**config.mk**
```make
export PLATFORM = sky130hd
export DESIGN_NAME = pdv_bank
export DESIGN_NICKNAME = d
export VERILOG_FILES = /design/src/logic/pdv_pkg.sv /design/src/logic/pdv_countdown.sv /design/src/logic/pdv_bank.sv
export SDC_FILE = /design/constraint.sdc
export NUM_CORES = 1
export LEC_CHECK = 0
export BUFFER_PORTS_ARGS = -buffer_cell sky130_fd_sc_hd__clkbuf_2
export CORE_MARGIN = 2
export CORE_UTILIZATION = 55
export DETAILED_ROUTE_END_ITERATION = 8
export GPL_TIMING_DRIVEN = 0
export HOLD_SLACK_MARGIN = 0.12
export PLACE_DENSITY = 0.87
export SLEW_MARGIN = 25
export SYNTH_ARGS = -nofsm -noshare
export SYNTH_HDL_FRONTEND = slang
export SYNTH_SLANG_ARGS = --single-unit
```
**constraint.sdc**
```tcl
create_clock -name core_clk -period 3 [get_ports core_clk]
set_input_delay 0.15 -clock core_clk [delete_from_list [all_inputs] [get_ports core_clk]]
set_output_delay 0.15 -clock core_clk [all_outputs]
set_load 0.02 [all_outputs]
```
**src/logic/pdv_pkg.sv**
```systemverilog
// package for the port phy vendor control bank
// assumes an 8-bit register port with byte offsets as printed
package pdv_pkg;
  localparam logic [7:0] RX_CTRL_ADDR   = 8'h96;
  localparam logic [7:0] RX_STAT_ADDR   = 8'h97;
  localparam logic [7:0] DISCH_ADDR     = 8'h98;
  localparam logic [7:0] OTEMP_ADDR     = 8'h99;
  localparam logic [7:0] TMR_LO_ADDR    = 8'ha0;
  localparam logic [7:0] TMR_HI_ADDR    = 8'ha1;
  localparam logic [7:0] RESET_VALUE    = 8'h00;
  // field positions
  localparam int FAST_SWAP_BIT   = 3;
  localparam int OVERRIDE_BIT    = 2;
  localparam int PREAMBLE_BIT    = 3;
  localparam int CRC_OK_BIT      = 2;
  localparam int EOP_BIT         = 1;
  localparam int SOP_BIT         = 0;
  localparam int CABLE_DIS_BIT   = 1;
  localparam int BUS_DIS_BIT     = 0;
  localparam int OT_LIVE_BIT     = 4;
  localparam int OT_EN_BIT       = 0;
  // threshold select codes
  localparam logic [1:0] THR_SINK    = 2'h0;
  localparam logic [1:0] THR_SOURCE  = 2'h1;
  localparam logic [1:0] THR_NEUTRAL = 2'h2;
  localparam logic [1:0] THR_MIXED   = 2'h3;
  // timer tick: one count per 1000 us at 200 MHz
  localparam int TICK_US      = 1000;
  localparam int CLK_MHZ      = 200;
  localparam int TICK_CYCLES  = TICK_US * CLK_MHZ;
endpackage : pdv_pkg

```
**src/logic/pdv_countdown.sv**
```systemverilog
// 16-bit millisecond countdown with prescaler
// assumes load is a one-cycle pulse from the register bank
`timescale 1ns/1ps
module pdv_countdown #(
  parameter int TICK_CYCLES = pdv_pkg::TICK_CYCLES
)(
  // clock and reset
  input  wire logic        core_clk,
  input  wire logic        rst,
  // load
  input  wire logic        load,
  input  wire logic [15:0] load_value,
  // state
  output logic             running,
  output logic             expire_pulse,
  output logic [15:0]      count
);
  typedef struct packed {
    logic [15:0] count;
    logic [31:0] pre;
    logic        expire;
  } pdv_cnt_state_type;

  pdv_cnt_state_type state;
  pdv_cnt_state_type next_state;

  // prescale to a 1 ms tick, then step the count down
  always_comb
  begin
    next_state = state;
    next_state.expire = 1'b0;
    if (load)
    begin
      next_state.count = load_value;
      next_state.pre = 32'h0;
    end
    else if (state.count != 16'h0)
    begin
      if (state.pre == 32'(TICK_CYCLES - 1))
      begin
        next_state.pre = 32'h0;
        next_state.count = state.count - 16'h1;
        if (state.count == 16'h1)
          next_state.expire = 1'b1;
      end
      else
        next_state.pre = state.pre + 32'h1;
    end
  end

  always_ff @(posedge core_clk)
  begin
    if (rst)
      state <= '0;
    else
      state <= next_state;
  end

  assign running = (state.count != 16'h0);
  assign expire_pulse = state.expire;
  assign count = state.count;

  // zero load stops the timer with no expiry
  zero_stops_a: assert property (@(posedge core_clk) disable iff (rst)
    load && load_value == 16'h0 |=> !running && !expire_pulse)
    else $error("zero load did not stop timer");
  nonzero_runs_a: assert property (@(posedge core_clk) disable iff (rst)
    load && load_value != 16'h0 |=> running && count == $past(load_value))
    else $error("nonzero load did not start timer");
  expire_at_zero_a: assert property (@(posedge core_clk) disable iff (rst)
    expire_pulse |-> count == 16'h0 && $past(count) == 16'h1)
    else $error("expiry not at zero");
  step_rate_a: assert property (@(posedge core_clk) disable iff (rst)
    !load && $past(!load) && count != $past(count) |->
    $past(state.pre) == 32'(TICK_CYCLES - 1))
    else $error("count moved off tick");
  expire_c: cover property (@(posedge core_clk) disable iff (rst)
    expire_pulse);
endmodule : pdv_countdown

```
**src/logic/pdv_bank.sv**
```systemverilog
// vendor control and status register bank of a pd port phy
// assumes a synchronous byte register port from the serial management
// slave: one-cycle write strobe, read data returned from flip-flops
`timescale 1ns/1ps
module pdv_bank #(
  parameter int TICK_CYCLES = pdv_pkg::TICK_CYCLES
)(
  // clock and reset
  input  wire logic       core_clk,
  input  wire logic       rst,
  // register port
  input  wire logic [7:0] reg_addr,
  input  wire logic       reg_write,
  input  wire logic [7:0] reg_wdata,
  input  wire logic       reg_read,
  output logic      [7:0] reg_rdata,
  // receiver events and link signals
  input  wire logic       rx_preamble,
  input  wire logic       rx_crc_ok,
  input  wire logic       rx_eop,
  input  wire logic       rx_sop,
  input  wire logic       fast_swap_signal,
  input  wire logic       power_role_source,
  output logic            fast_swap_detected,
  output logic      [1:0] rx_threshold_high_sel,
  output logic      [1:0] rx_threshold_low_sel,
  // discharge
  input  wire logic       cable_discharge_request,
  input  wire logic       bus_discharge_request,
  output logic            cable_discharge_on,
  output logic            bus_discharge_on,
  // temperature
  input  wire logic       overtemp_sensor,
  output logic            overtemp_shutdown,
  // timer
  output logic            slow_timer_expired,
  output logic            slow_timer_running
);
  typedef struct packed {
    logic       fast_swap_detect_enable;
    logic       rx_threshold_override;
    logic [1:0] rx_threshold_select;
    logic [3:0] rx_status;
    logic       cable_power_discharge_off;
    logic       bus_power_discharge_off;
    logic       overtemp_shutdown_enable;
    logic       overtemp_live_state;
    logic [7:0] slow_timer_low;
    logic [7:0] slow_timer_high;
    logic       slow_timer_expired;
    logic       fast_swap_detected;
    logic [1:0] thr_high;
    logic [1:0] thr_low;
    logic       cable_on;
    logic       bus_on;
    logic       shutdown;
    logic [7:0] rdata;
  } pdv_bank_state_type;

  pdv_bank_state_type state;
  pdv_bank_state_type next_state;
  logic        timer_load;
  logic        timer_expire;
  logic        timer_running;
  logic [15:0] timer_count;

  // high byte write commits both bytes to the counter
  assign timer_load = reg_write && reg_addr == pdv_pkg::TMR_HI_ADDR;

  pdv_countdown #(
    .TICK_CYCLES (TICK_CYCLES)
  ) pdv_countdown_inst (
    .core_clk     (core_clk),
    .rst          (rst),
    .load         (timer_load),
    .load_value   ({reg_wdata, state.slow_timer_low}),
    .running      (timer_running),
    .expire_pulse (timer_expire),
    .count        (timer_count)
  );

  // register writes, status capture and output decode
  always_comb
  begin
    next_state = state;
    if (reg_write)
    begin
      case (reg_addr)
        pdv_pkg::RX_CTRL_ADDR:
        begin
          // upper nibble is reserved and dropped
          next_state.fast_swap_detect_enable =
            reg_wdata[pdv_pkg::FAST_SWAP_BIT];
          next_state.rx_threshold_override = reg_wdata[pdv_pkg::OVERRIDE_BIT];
          next_state.rx_threshold_select = reg_wdata[1:0];
        end
        pdv_pkg::DISCH_ADDR:
        begin
          next_state.cable_power_discharge_off =
            reg_wdata[pdv_pkg::CABLE_DIS_BIT];
          next_state.bus_power_discharge_off = reg_wdata[pdv_pkg::BUS_DIS_BIT];
        end
        pdv_pkg::OTEMP_ADDR:
          next_state.overtemp_shutdown_enable = reg_wdata[pdv_pkg::OT_EN_BIT];
        pdv_pkg::TMR_LO_ADDR:
          next_state.slow_timer_low = reg_wdata;
        pdv_pkg::TMR_HI_ADDR:
          next_state.slow_timer_high = reg_wdata;
        default:
          next_state.rdata = state.rdata;
      endcase
    end
    // receiver status follows the live receiver events
    next_state.rx_status = {rx_preamble, rx_crc_ok, rx_eop, rx_sop};
    // raw sensor only reported while the function is enabled
    next_state.overtemp_live_state =
      state.overtemp_shutdown_enable & overtemp_sensor;
    next_state.shutdown = state.overtemp_shutdown_enable & overtemp_sensor;
    // expiry sticks until a new load; a zero load never sets it
    if (timer_expire)
      next_state.slow_timer_expired = 1'b1;
    else if (timer_load)
      next_state.slow_timer_expired = 1'b0;
    next_state.fast_swap_detected =
      state.fast_swap_detect_enable & fast_swap_signal;
    // threshold pair: override selects the field, else follow power role
    if (state.rx_threshold_override)
    begin
      case (state.rx_threshold_select)
        pdv_pkg::THR_SINK:
        begin
          next_state.thr_high = pdv_pkg::THR_SINK;
          next_state.thr_low = pdv_pkg::THR_SINK;
        end
        pdv_pkg::THR_SOURCE:
        begin
          next_state.thr_high = pdv_pkg::THR_SOURCE;
          next_state.thr_low = pdv_pkg::THR_SOURCE;
        end
        pdv_pkg::THR_NEUTRAL:
        begin
          next_state.thr_high = pdv_pkg::THR_NEUTRAL;
          next_state.thr_low = pdv_pkg::THR_NEUTRAL;
        end
        default:
        begin
          next_state.thr_high = pdv_pkg::THR_SINK;
          next_state.thr_low = pdv_pkg::THR_SOURCE;
        end
      endcase
    end
    else
    begin
      next_state.thr_high = power_role_source ? pdv_pkg::THR_SOURCE
                                              : pdv_pkg::THR_SINK;
      next_state.thr_low = next_state.thr_high;
    end
    next_state.cable_on =
      cable_discharge_request & ~state.cable_power_discharge_off;
    next_state.bus_on =
      bus_discharge_request & ~state.bus_power_discharge_off;
    // read data: reserved bits read zero, unmapped reads zero
    next_state.rdata = 8'h00;
    if (reg_read)
    begin
      case (reg_addr)
        pdv_pkg::RX_CTRL_ADDR:
          next_state.rdata = {4'h0, state.fast_swap_detect_enable,
            state.rx_threshold_override, state.rx_threshold_select};
        pdv_pkg::RX_STAT_ADDR:
          next_state.rdata = {4'h0, state.rx_status};
        pdv_pkg::DISCH_ADDR:
          next_state.rdata = {6'h00, state.cable_power_discharge_off,
            state.bus_power_discharge_off};
        pdv_pkg::OTEMP_ADDR:
          next_state.rdata = {3'h0, state.overtemp_live_state, 3'h0,
            state.overtemp_shutdown_enable};
        pdv_pkg::TMR_LO_ADDR:
          next_state.rdata = state.slow_timer_low;
        pdv_pkg::TMR_HI_ADDR:
          next_state.rdata = state.slow_timer_high;
        default:
          next_state.rdata = 8'h00;
      endcase
    end
  end

  always_ff @(posedge core_clk)
  begin
    if (rst)
      state <= '0;
    else
      state <= next_state;
  end

  assign reg_rdata = state.rdata;
  assign fast_swap_detected = state.fast_swap_detected;
  assign rx_threshold_high_sel = state.thr_high;
  assign rx_threshold_low_sel = state.thr_low;
  assign cable_discharge_on = state.cable_on;
  assign bus_discharge_on = state.bus_on;
  assign overtemp_shutdown = state.shutdown;
  assign slow_timer_expired = state.slow_timer_expired;
  assign slow_timer_running = timer_running;

  // checks
  fast_swap_gate_a: assert property (@(posedge core_clk) disable iff (rst)
    fast_swap_detected |-> $past(state.fast_swap_detect_enable))
    else $error("fast swap seen while disabled");
  role_thresh_a: assert property (@(posedge core_clk) disable iff (rst)
    !$past(state.rx_threshold_override) |->
    rx_threshold_high_sel == ($past(power_role_source) ?
      pdv_pkg::THR_SOURCE : pdv_pkg::THR_SINK))
    else $error("threshold not from power role");
  mixed_thresh_a: assert property (@(posedge core_clk) disable iff (rst)
    $past(state.rx_threshold_override) &&
    $past(state.rx_threshold_select) == pdv_pkg::THR_MIXED |->
    rx_threshold_high_sel == pdv_pkg::THR_SINK &&
    rx_threshold_low_sel == pdv_pkg::THR_SOURCE)
    else $error("mixed threshold pair wrong");
  // status read shows the receiver events of two cycles before the answer
  rx_status_read_a: assert property (@(posedge core_clk) disable iff (rst)
    reg_read && reg_addr == pdv_pkg::RX_STAT_ADDR |=>
    reg_rdata == {4'h0, $past(rx_preamble, 2), $past(rx_crc_ok, 2),
      $past(rx_eop, 2), $past(rx_sop, 2)})
    else $error("receive status lost");
  cable_dis_a: assert property (@(posedge core_clk) disable iff (rst)
    cable_discharge_on |-> !$past(state.cable_power_discharge_off))
    else $error("cable discharge while disabled");
  bus_dis_a: assert property (@(posedge core_clk) disable iff (rst)
    bus_discharge_request && !state.bus_power_discharge_off |=>
    bus_discharge_on)
    else $error("bus discharge missing");
  shutdown_gate_a: assert property (@(posedge core_clk) disable iff (rst)
    overtemp_shutdown |-> $past(state.overtemp_shutdown_enable))
    else $error("shutdown while disabled");
  // one idle cycle between write and read, as the host leaves it
  low_byte_read_a: assert property (@(posedge core_clk) disable iff (rst)
    reg_write && reg_addr == pdv_pkg::TMR_LO_ADDR ##1 !reg_write ##1
    reg_read && reg_addr == pdv_pkg::TMR_LO_ADDR && !reg_write |=>
    reg_rdata == $past(reg_wdata, 3))
    else $error("low byte readback wrong");
  reserved_zero_a: assert property (@(posedge core_clk) disable iff (rst)
    $past(reg_read) && $past(reg_addr) == pdv_pkg::OTEMP_ADDR |->
    reg_rdata[7:5] == 3'h0 && reg_rdata[3:1] == 3'h0)
    else $error("reserved bits nonzero");
  lo_only_no_load_a: assert property (@(posedge core_clk) disable iff (rst)
    reg_write && reg_addr == pdv_pkg::TMR_LO_ADDR && !timer_running |=>
    !timer_running)
    else $error("low byte write loaded timer");
  // read data stands one cycle only, so a stale byte never looks valid
  rdata_idle_a: assert property (@(posedge core_clk) disable iff (rst)
    !reg_read |=> reg_rdata == 8'h00)
    else $error("read data stood past its cycle");
  live_bit_a: assert property (@(posedge core_clk) disable iff (rst)
    reg_read && reg_addr == pdv_pkg::OTEMP_ADDR |=>
    reg_rdata[pdv_pkg::OT_LIVE_BIT] == ($past(overtemp_sensor, 2) &&
      $past(state.overtemp_shutdown_enable, 2)))
    else $error("live sensor bit wrong");
  // expiry flag: set by the counter, cleared by a fresh load
  expiry_flag_a: assert property (@(posedge core_clk) disable iff (rst)
    timer_expire |=> slow_timer_expired)
    else $error("expiry flag not set");
  load_clears_a: assert property (@(posedge core_clk) disable iff (rst)
    timer_load && !timer_expire |=> !slow_timer_expired)
    else $error("new load left expiry flag set");
  low_thresh_a: assert property (@(posedge core_clk) disable iff (rst)
    !$past(state.rx_threshold_override) |->
    rx_threshold_low_sel == ($past(power_role_source) ?
      pdv_pkg::THR_SOURCE : pdv_pkg::THR_SINK))
    else $error("low threshold not from power role");
  cable_on_a: assert property (@(posedge core_clk) disable iff (rst)
    cable_discharge_request && !state.cable_power_discharge_off |=>
    cable_discharge_on)
    else $error("cable discharge missing");
  fast_swap_on_a: assert property (@(posedge core_clk) disable iff (rst)
    state.fast_swap_detect_enable && fast_swap_signal |=>
    fast_swap_detected)
    else $error("fast swap signal missed");
  // scenario covers
  reload_c: cover property (@(posedge core_clk) disable iff (rst)
    timer_load && timer_running);
  expired_c: cover property (@(posedge core_clk) disable iff (rst)
    $rose(slow_timer_expired));
  override_c: cover property (@(posedge core_clk) disable iff (rst)
    state.rx_threshold_override && state.rx_threshold_select ==
    pdv_pkg::THR_NEUTRAL);
  shutdown_c: cover property (@(posedge core_clk) disable iff (rst)
    overtemp_shutdown);
endmodule : pdv_bank

```
* Word level (Yosys, flattened, before mapping)
Cells that the tools add are included.
** Word-level totals
- Word-level logic and storage cells :: 68
- Flip-flop bits (word level) :: 93
- Input port bits :: 29
** Cells by class
- Add/subtract/negate cells :: 2
- Mux-type cells :: 12
- Reductions and logical operators :: 15
- Bitwise operators :: 9
- Equal/unequal tests :: 10
** Operators by type and width (count)
- 49-bit 2-to-1 mux :: 1
- 8-bit equality test (second input constant) :: 6
- 48-bit 2-to-1 mux :: 1
- 8-bit case mux with 6 select lines :: 1
- 32-bit by 1-bit adder with 32-bit output (second input constant) :: 1
- 32-bit by 18-bit equality test with 1-bit output (second input constant) :: 1
- 32-bit 2-to-1 mux :: 1
- 16-bit by 1-bit equality test with 1-bit output (second input constant) :: 1
- 16-bit 2-to-1 mux :: 1
- 16-bit nonzero test :: 1
- 16-bit by 1-bit subtractor with 16-bit output (second input constant) :: 1
- 4-bit case mux with 3 select lines :: 1
- 2-bit AND reduction :: 6
- 2-bit nonzero test :: 3
- 1-bit 2-to-1 mux :: 5
- 1-bit inverter :: 5
- 1-bit bitwise AND :: 4
- 4-bit 2-to-1 mux :: 1
- 2-bit OR reduction :: 2
- 4-bit OR reduction :: 1
- 2-bit by 1-bit equality test with 1-bit output (second input constant) :: 1
- 2-bit equality test (second input constant) :: 1
- 2-bit logical NOT :: 1
- 1-bit logical AND :: 1

* Depth between registers and ports, before layout
- Depth in word-level cells :: 5
- Gate-level depth with buffers :: 9

* Modules after synthesis
From an unflattened synthesis, not the netlist that was laid out.
** Unflattened totals
- Cell total of the unflattened synthesis :: 542
- Area, all modules :: 4754.6 µm²
** Modules (own cells, without submodules)
- pdv_countdown :: area an instance 2911.5 µm², times used 1, cells each 359
- pdv_bank :: area an instance 1843.0 µm², times used 1, cells each 183

* Worst setup path after synthesis
Ideal clock, no wire load.
- Kind :: register to register
- Start point :: register pdv_countdown_inst.state (netlist bit pdv_countdown_inst.count[0])
- End point :: register pdv_countdown_inst.state (netlist bit pdv_countdown_inst.count[12])
- Buffers on the path :: 1
- Stages on the path, launching flop included :: 10
- Data arrival time :: 2211 ps
- Slack :: 672 ps
- Cells stage by stage :: dfxtp_1 > inv_1 > ha_1 > or3b_2 > o41a_1 > or4b_4 > buf_8 > nor3_2 > xor2_1 > a22o_1
** Between the ends
- Longest elaborated chain between the ends :: 4
- Elaborated cells on any way between the ends :: 7
- Those cells by class :: add/sub: 1; mux: 3; reduce/logical: 3
** RTL lines
- start, declared :: line pdv_countdown.sv:24 : pdv_cnt_state_type state;
- start signal, assigned :: line pdv_countdown.sv:56 : state <= next_state;
- 16-bit by 1-bit subtractor with 16-bit output :: line pdv_countdown.sv:42 : next_state.count = state.count - 16'h1;
- 16-bit 2-to-1 mux :: line pdv_countdown.sv:39 : if (state.pre == 32'(TICK_CYCLES - 1))
- 49-bit 2-to-1 mux :: line pdv_countdown.sv:37 : else if (state.count != 16'h0)
- 48-bit 2-to-1 mux :: line pdv_countdown.sv:32 : if (load)
Parallel ways exist; a longest one is shown, timed or not. The select of a mux whose other input is x is not followed.
A chain may end at the register's enable or synchronous reset.

* Worst setup path in the final report
- Start point :: register pdv_countdown_inst.state (netlist bit pdv_countdown_inst.count[0])
- End point :: output port slow_timer_running
** Between the ends
- Longest elaborated chain between the ends :: 1
** RTL lines
- 16-bit nonzero test :: line pdv_countdown.sv:59 : assign running = (state.count != 16'h0);
- end, declared :: line pdv_bank.sv:37 : output logic slow_timer_running
No other way between the ends.

==> implementation parameters <==
Parameter                              Value

Outcome
  Outcome    completed

Logic synthesis
  Part of the Yosys area used for sequential elements    0.4343
  Total of flip-flops plus latches after synthesis    between 90 and 100
  Avg Inst Size Synth    8.725 um2
  Area contributors post-synth    dfxtp_1 (43%), nor2_1 (6.6%), xor2_1 (6.2%)
  Synth cell types    62
  Asr flop ratio synth    0
  Post-synthesis net count    ~520
  Post-synthesis cell type with the largest combined area    dfxtp_1
  Total of warnings raised by yosys    0
  Post-Syn Instances    between 400 and 500
  Post-synthesis instance area    between 4000 and 5000 um2
  EDFF count, synth    0
  Most used DFF post-synth    dfxtp_1
  Share of the synthesized area in the top cell type    0.4343

Cells and area
  Nets@finish    ~590
  Synth-to-Final Area Change    17.65%
  Layout filler cell count    between 600 and 700
  Final std cells w/o fill    roughly 670
  Final standard cell area without fillers    around 5000 um2
  Most frequent standard cell in the layout excluding fill and tap cells    dfxtp_1
  Highest-count cells in the layout ignoring fill and taps    dfxtp_1 (92), nor2_1 (75), nand2_1 (54)
  Share of cells above drive strength 1    0.1723
  N_diodes    0

Power
  Peak supply drop    roughly 0.30 mV
  Leakage component of the power    between 0.0015 and 0.002 uW
  Pwr dens    between 400 and 500 nW/um2

Floorplan
  Height of the chip    just over 90 um
  Row Count    32
  Floorplan die area    about 8400 um2
  Die Wd    between 90 and 100 um
  Core area    7607 um2
  Ports    47
  Starting Density    0.5574

Setup path
  Largest fanout on the critical path    10
  Cell chain of the critical path    inv_1 > ha_1 > or3b_2 > nor4_1 > buf_2 > inv_2 > clkbuf_2
  Critical path required time    2.85 ns
  Crit start category    flip-flop
  Category of cells accounting for the largest share of critical-path delay    simple AND/OR/NAND/NOR gates
  Crit path buf inv count    4
  Data arrival time of the critical path    roughly 2.6 ns
  CP endpoint kind    output pin
  Slowest cell delay on critical path    ~0.53 ns
  Slowest cell on crit path    or3b_2
  Classification of the worst setup path    reg2out

Global route
  Number of global-route vias before repair    3635
  Pin count of the biggest net entering global routing    16
  Total Routing Usage GR    0.2492
  Antenna violations before repair    0
  Global route overflow    0
  Wire length of the first global-routing pass    about 17 mm

Timing
  Setup violations, final    0
  Max Slew Vio Count    0
  Setup TNS    0 ns
  Max Fclk    around 360 MHz
  Clock skew after layout    roughly 0.016 ns
  Hold Violations, Final    0
  Worst slew pin tran    0.9532 ns
  Worst relative slew slack    0.3587
  Worst Setup Slack, final    0.2096 ns
  Share of the clock period used by the worst path after layout    0.9301
  Unrepaired setup endpoints after global routing    false
  Shortest clock period the worst path allows after layout    about 2.8 ns

Clock tree
  Maximum clock path buffer count    2
  Clock-pin transition on the worst setup and hold timing paths    approximately 0.09 ns
  TritonCTS clock tree    yes
  Root Buffer    clkbuf_8
  Number of gates resized after CTS    0
  Number of H-tree branching levels    3
  Number of post-CTS setup repair buffers    0
  Worst-skew pair later-pin latency    approximately 0.37 ns
  Number of clock sinks    92
  CTS buffer count    9

Place
  Number of cells after detailed placement    632
  Post-place setup slack    0.3548 ns
  Placed inst area    approximately 4600 um2
  Weighted congestion at the end of routability-driven global placement    around 0.93
  Placed wire-length estimate    between 7 and 8 mm
  Count of port buffers added during placement    between 40 and 50

Detailed routing
  DR vias    between 3000 and 4000
  Detail-routed via count per cell    around 5.8
  Routed Antenna Nets    0
  Post-detailed-route wirelength per cell    between 15 and 20 um
  First-pass detailed-route iteration total    5
  Number of violations reported at the end of detailed-routing iteration 0    between 200 and 300
  Wirelength, routed    10.29 mm
  Number of design rule violations left after detail routing    0

Min path
  Path type of the worst min-delay path    in2reg

Run
  Reported max-cap violation count    0
## synth_stat cells, drive strengths merged (5+ instances only)
library cell / n
a211oi: 7
a21oi: 24
and3: 5
buf: 20
clkbuf: 11
dfxtp: 92
inv: 6
mux2i: 12
nand2: 56
nand3: 25
nand4: 12
nor2: 75
nor2b: 7
nor3: 12
nor3b: 5
nor4: 12
xnor2: 11
xor2: 30
## worst register-to-register path, cell delays in order, from the launching register on
cell and delay [ns]:
dfxtp_1 0.35, inv_1 0.09, ha_1 0.19, or3b_2 0.53
nor4_1 0.50, buf_2 0.34, inv_2 0.11, a21o_2 0.21
a21oi_2 0.16, a211oi_2 0.09
## layer usage
| metal | vias up | part of all wire | track usage |
|---|---|---|---|
| met2 | 165 | 0.49 | 0.4381 |
| met5 | - | 0 | 0 |
| li1 | 1827 | - | - |
| met3 | 31 | 0.056 | 0.03862 |
| met4 | 0 | 0.034 | 0.1281 |
| met1 | 1813 | 0.42 | 0.2928 |
## power breakdown
| part | switching [uW] | total, uW | internal (uW) | leakage [uW] |
|---|---|---|---|---|
| clock | 434 | 900 | 466 | 0.000105 |
| combinational | 67.1 | 120 | 53.1 | 0.00113 |
| sequential | 3.50 | 1230 | 1230 | 0.000743 |
| total | 504 | 2250 | 1750 | 0.00198 |
## flip-flops by register name, summed over array words and instances (netlist names), 2 cells and up
name and cells:
rx_threshold_high_sel 2, reg_rdata 8, pdv_countdown_inst.count 16, state 27, pdv_countdown_inst.state 32
## repair_timing
action	4_1_cts	5_1_grt
setup endpoints to repair	0	0
hold endpoints to repair	34	0
hold buffers	18	0
## cells by family (layout without fill, tap and decap cells)
kind of cell | count (synthesis) | count (layout) | synth area share
xor+xnor | 41 | 41 | 0.08468
mux | 13 | 13 | 0.03098
simple gates | 238 | 238 | 0.2865
flops | 92 | 92 | 0.4343
buf+inv | 37 | 114 | 0.05400
compound gates | 62 | 62 | 0.1006
fa+ha+maj | 3 | 3 | 0.008853
## through the flow
step / utilization / hold slack (ns) / total power (uW)
after floorplan: - / 0.2755 / 1313
after global placement: 0.6031 / 0.3670 / 1354
after detailed placement: 0.6039 / 0.3680 / 1357
after CTS: 0.6558 / 0.2285 / 2258
after global routing: 0.6558 / 0.2769 / 2318
final: 0.6558 / 0.2540 / 2250
## final timing paths
check	startpoint	endpoint	slack, ns	depth (start not counted)
max	pdv_countdown_inst.count[0]	slow_timer_running	0.21	7
min	rst	rx_threshold_low_sel[0]	0.25	2
max reg2reg	pdv_countdown_inst.count[0]	pdv_countdown_inst.count[13]	0.29	9
min reg2reg	pdv_countdown_inst.expire_pulse	slow_timer_expired	0.46	2
## cell type report
| cell class | instances | area, um2 | share of cell area |
|---|---|---|---|
| clock inverter | 6 | 90.09 | 0.01806 |
| buffer | 31 | 206.4 | 0.04138 |
| inverter | 6 | 22.52 | 0.004515 |
| sequential | 92 | 1842 | 0.3692 |
| multi-input combinational | 357 | 2176 | 0.4362 |
| clock buffer | 9 | 123.9 | 0.02483 |
| timing repair buffer | 62 | 400.4 | 0.08026 |
| tap | 102 | 127.6 | 0.02558 |
No activity file was read; power rests on OpenSTA's default activity.
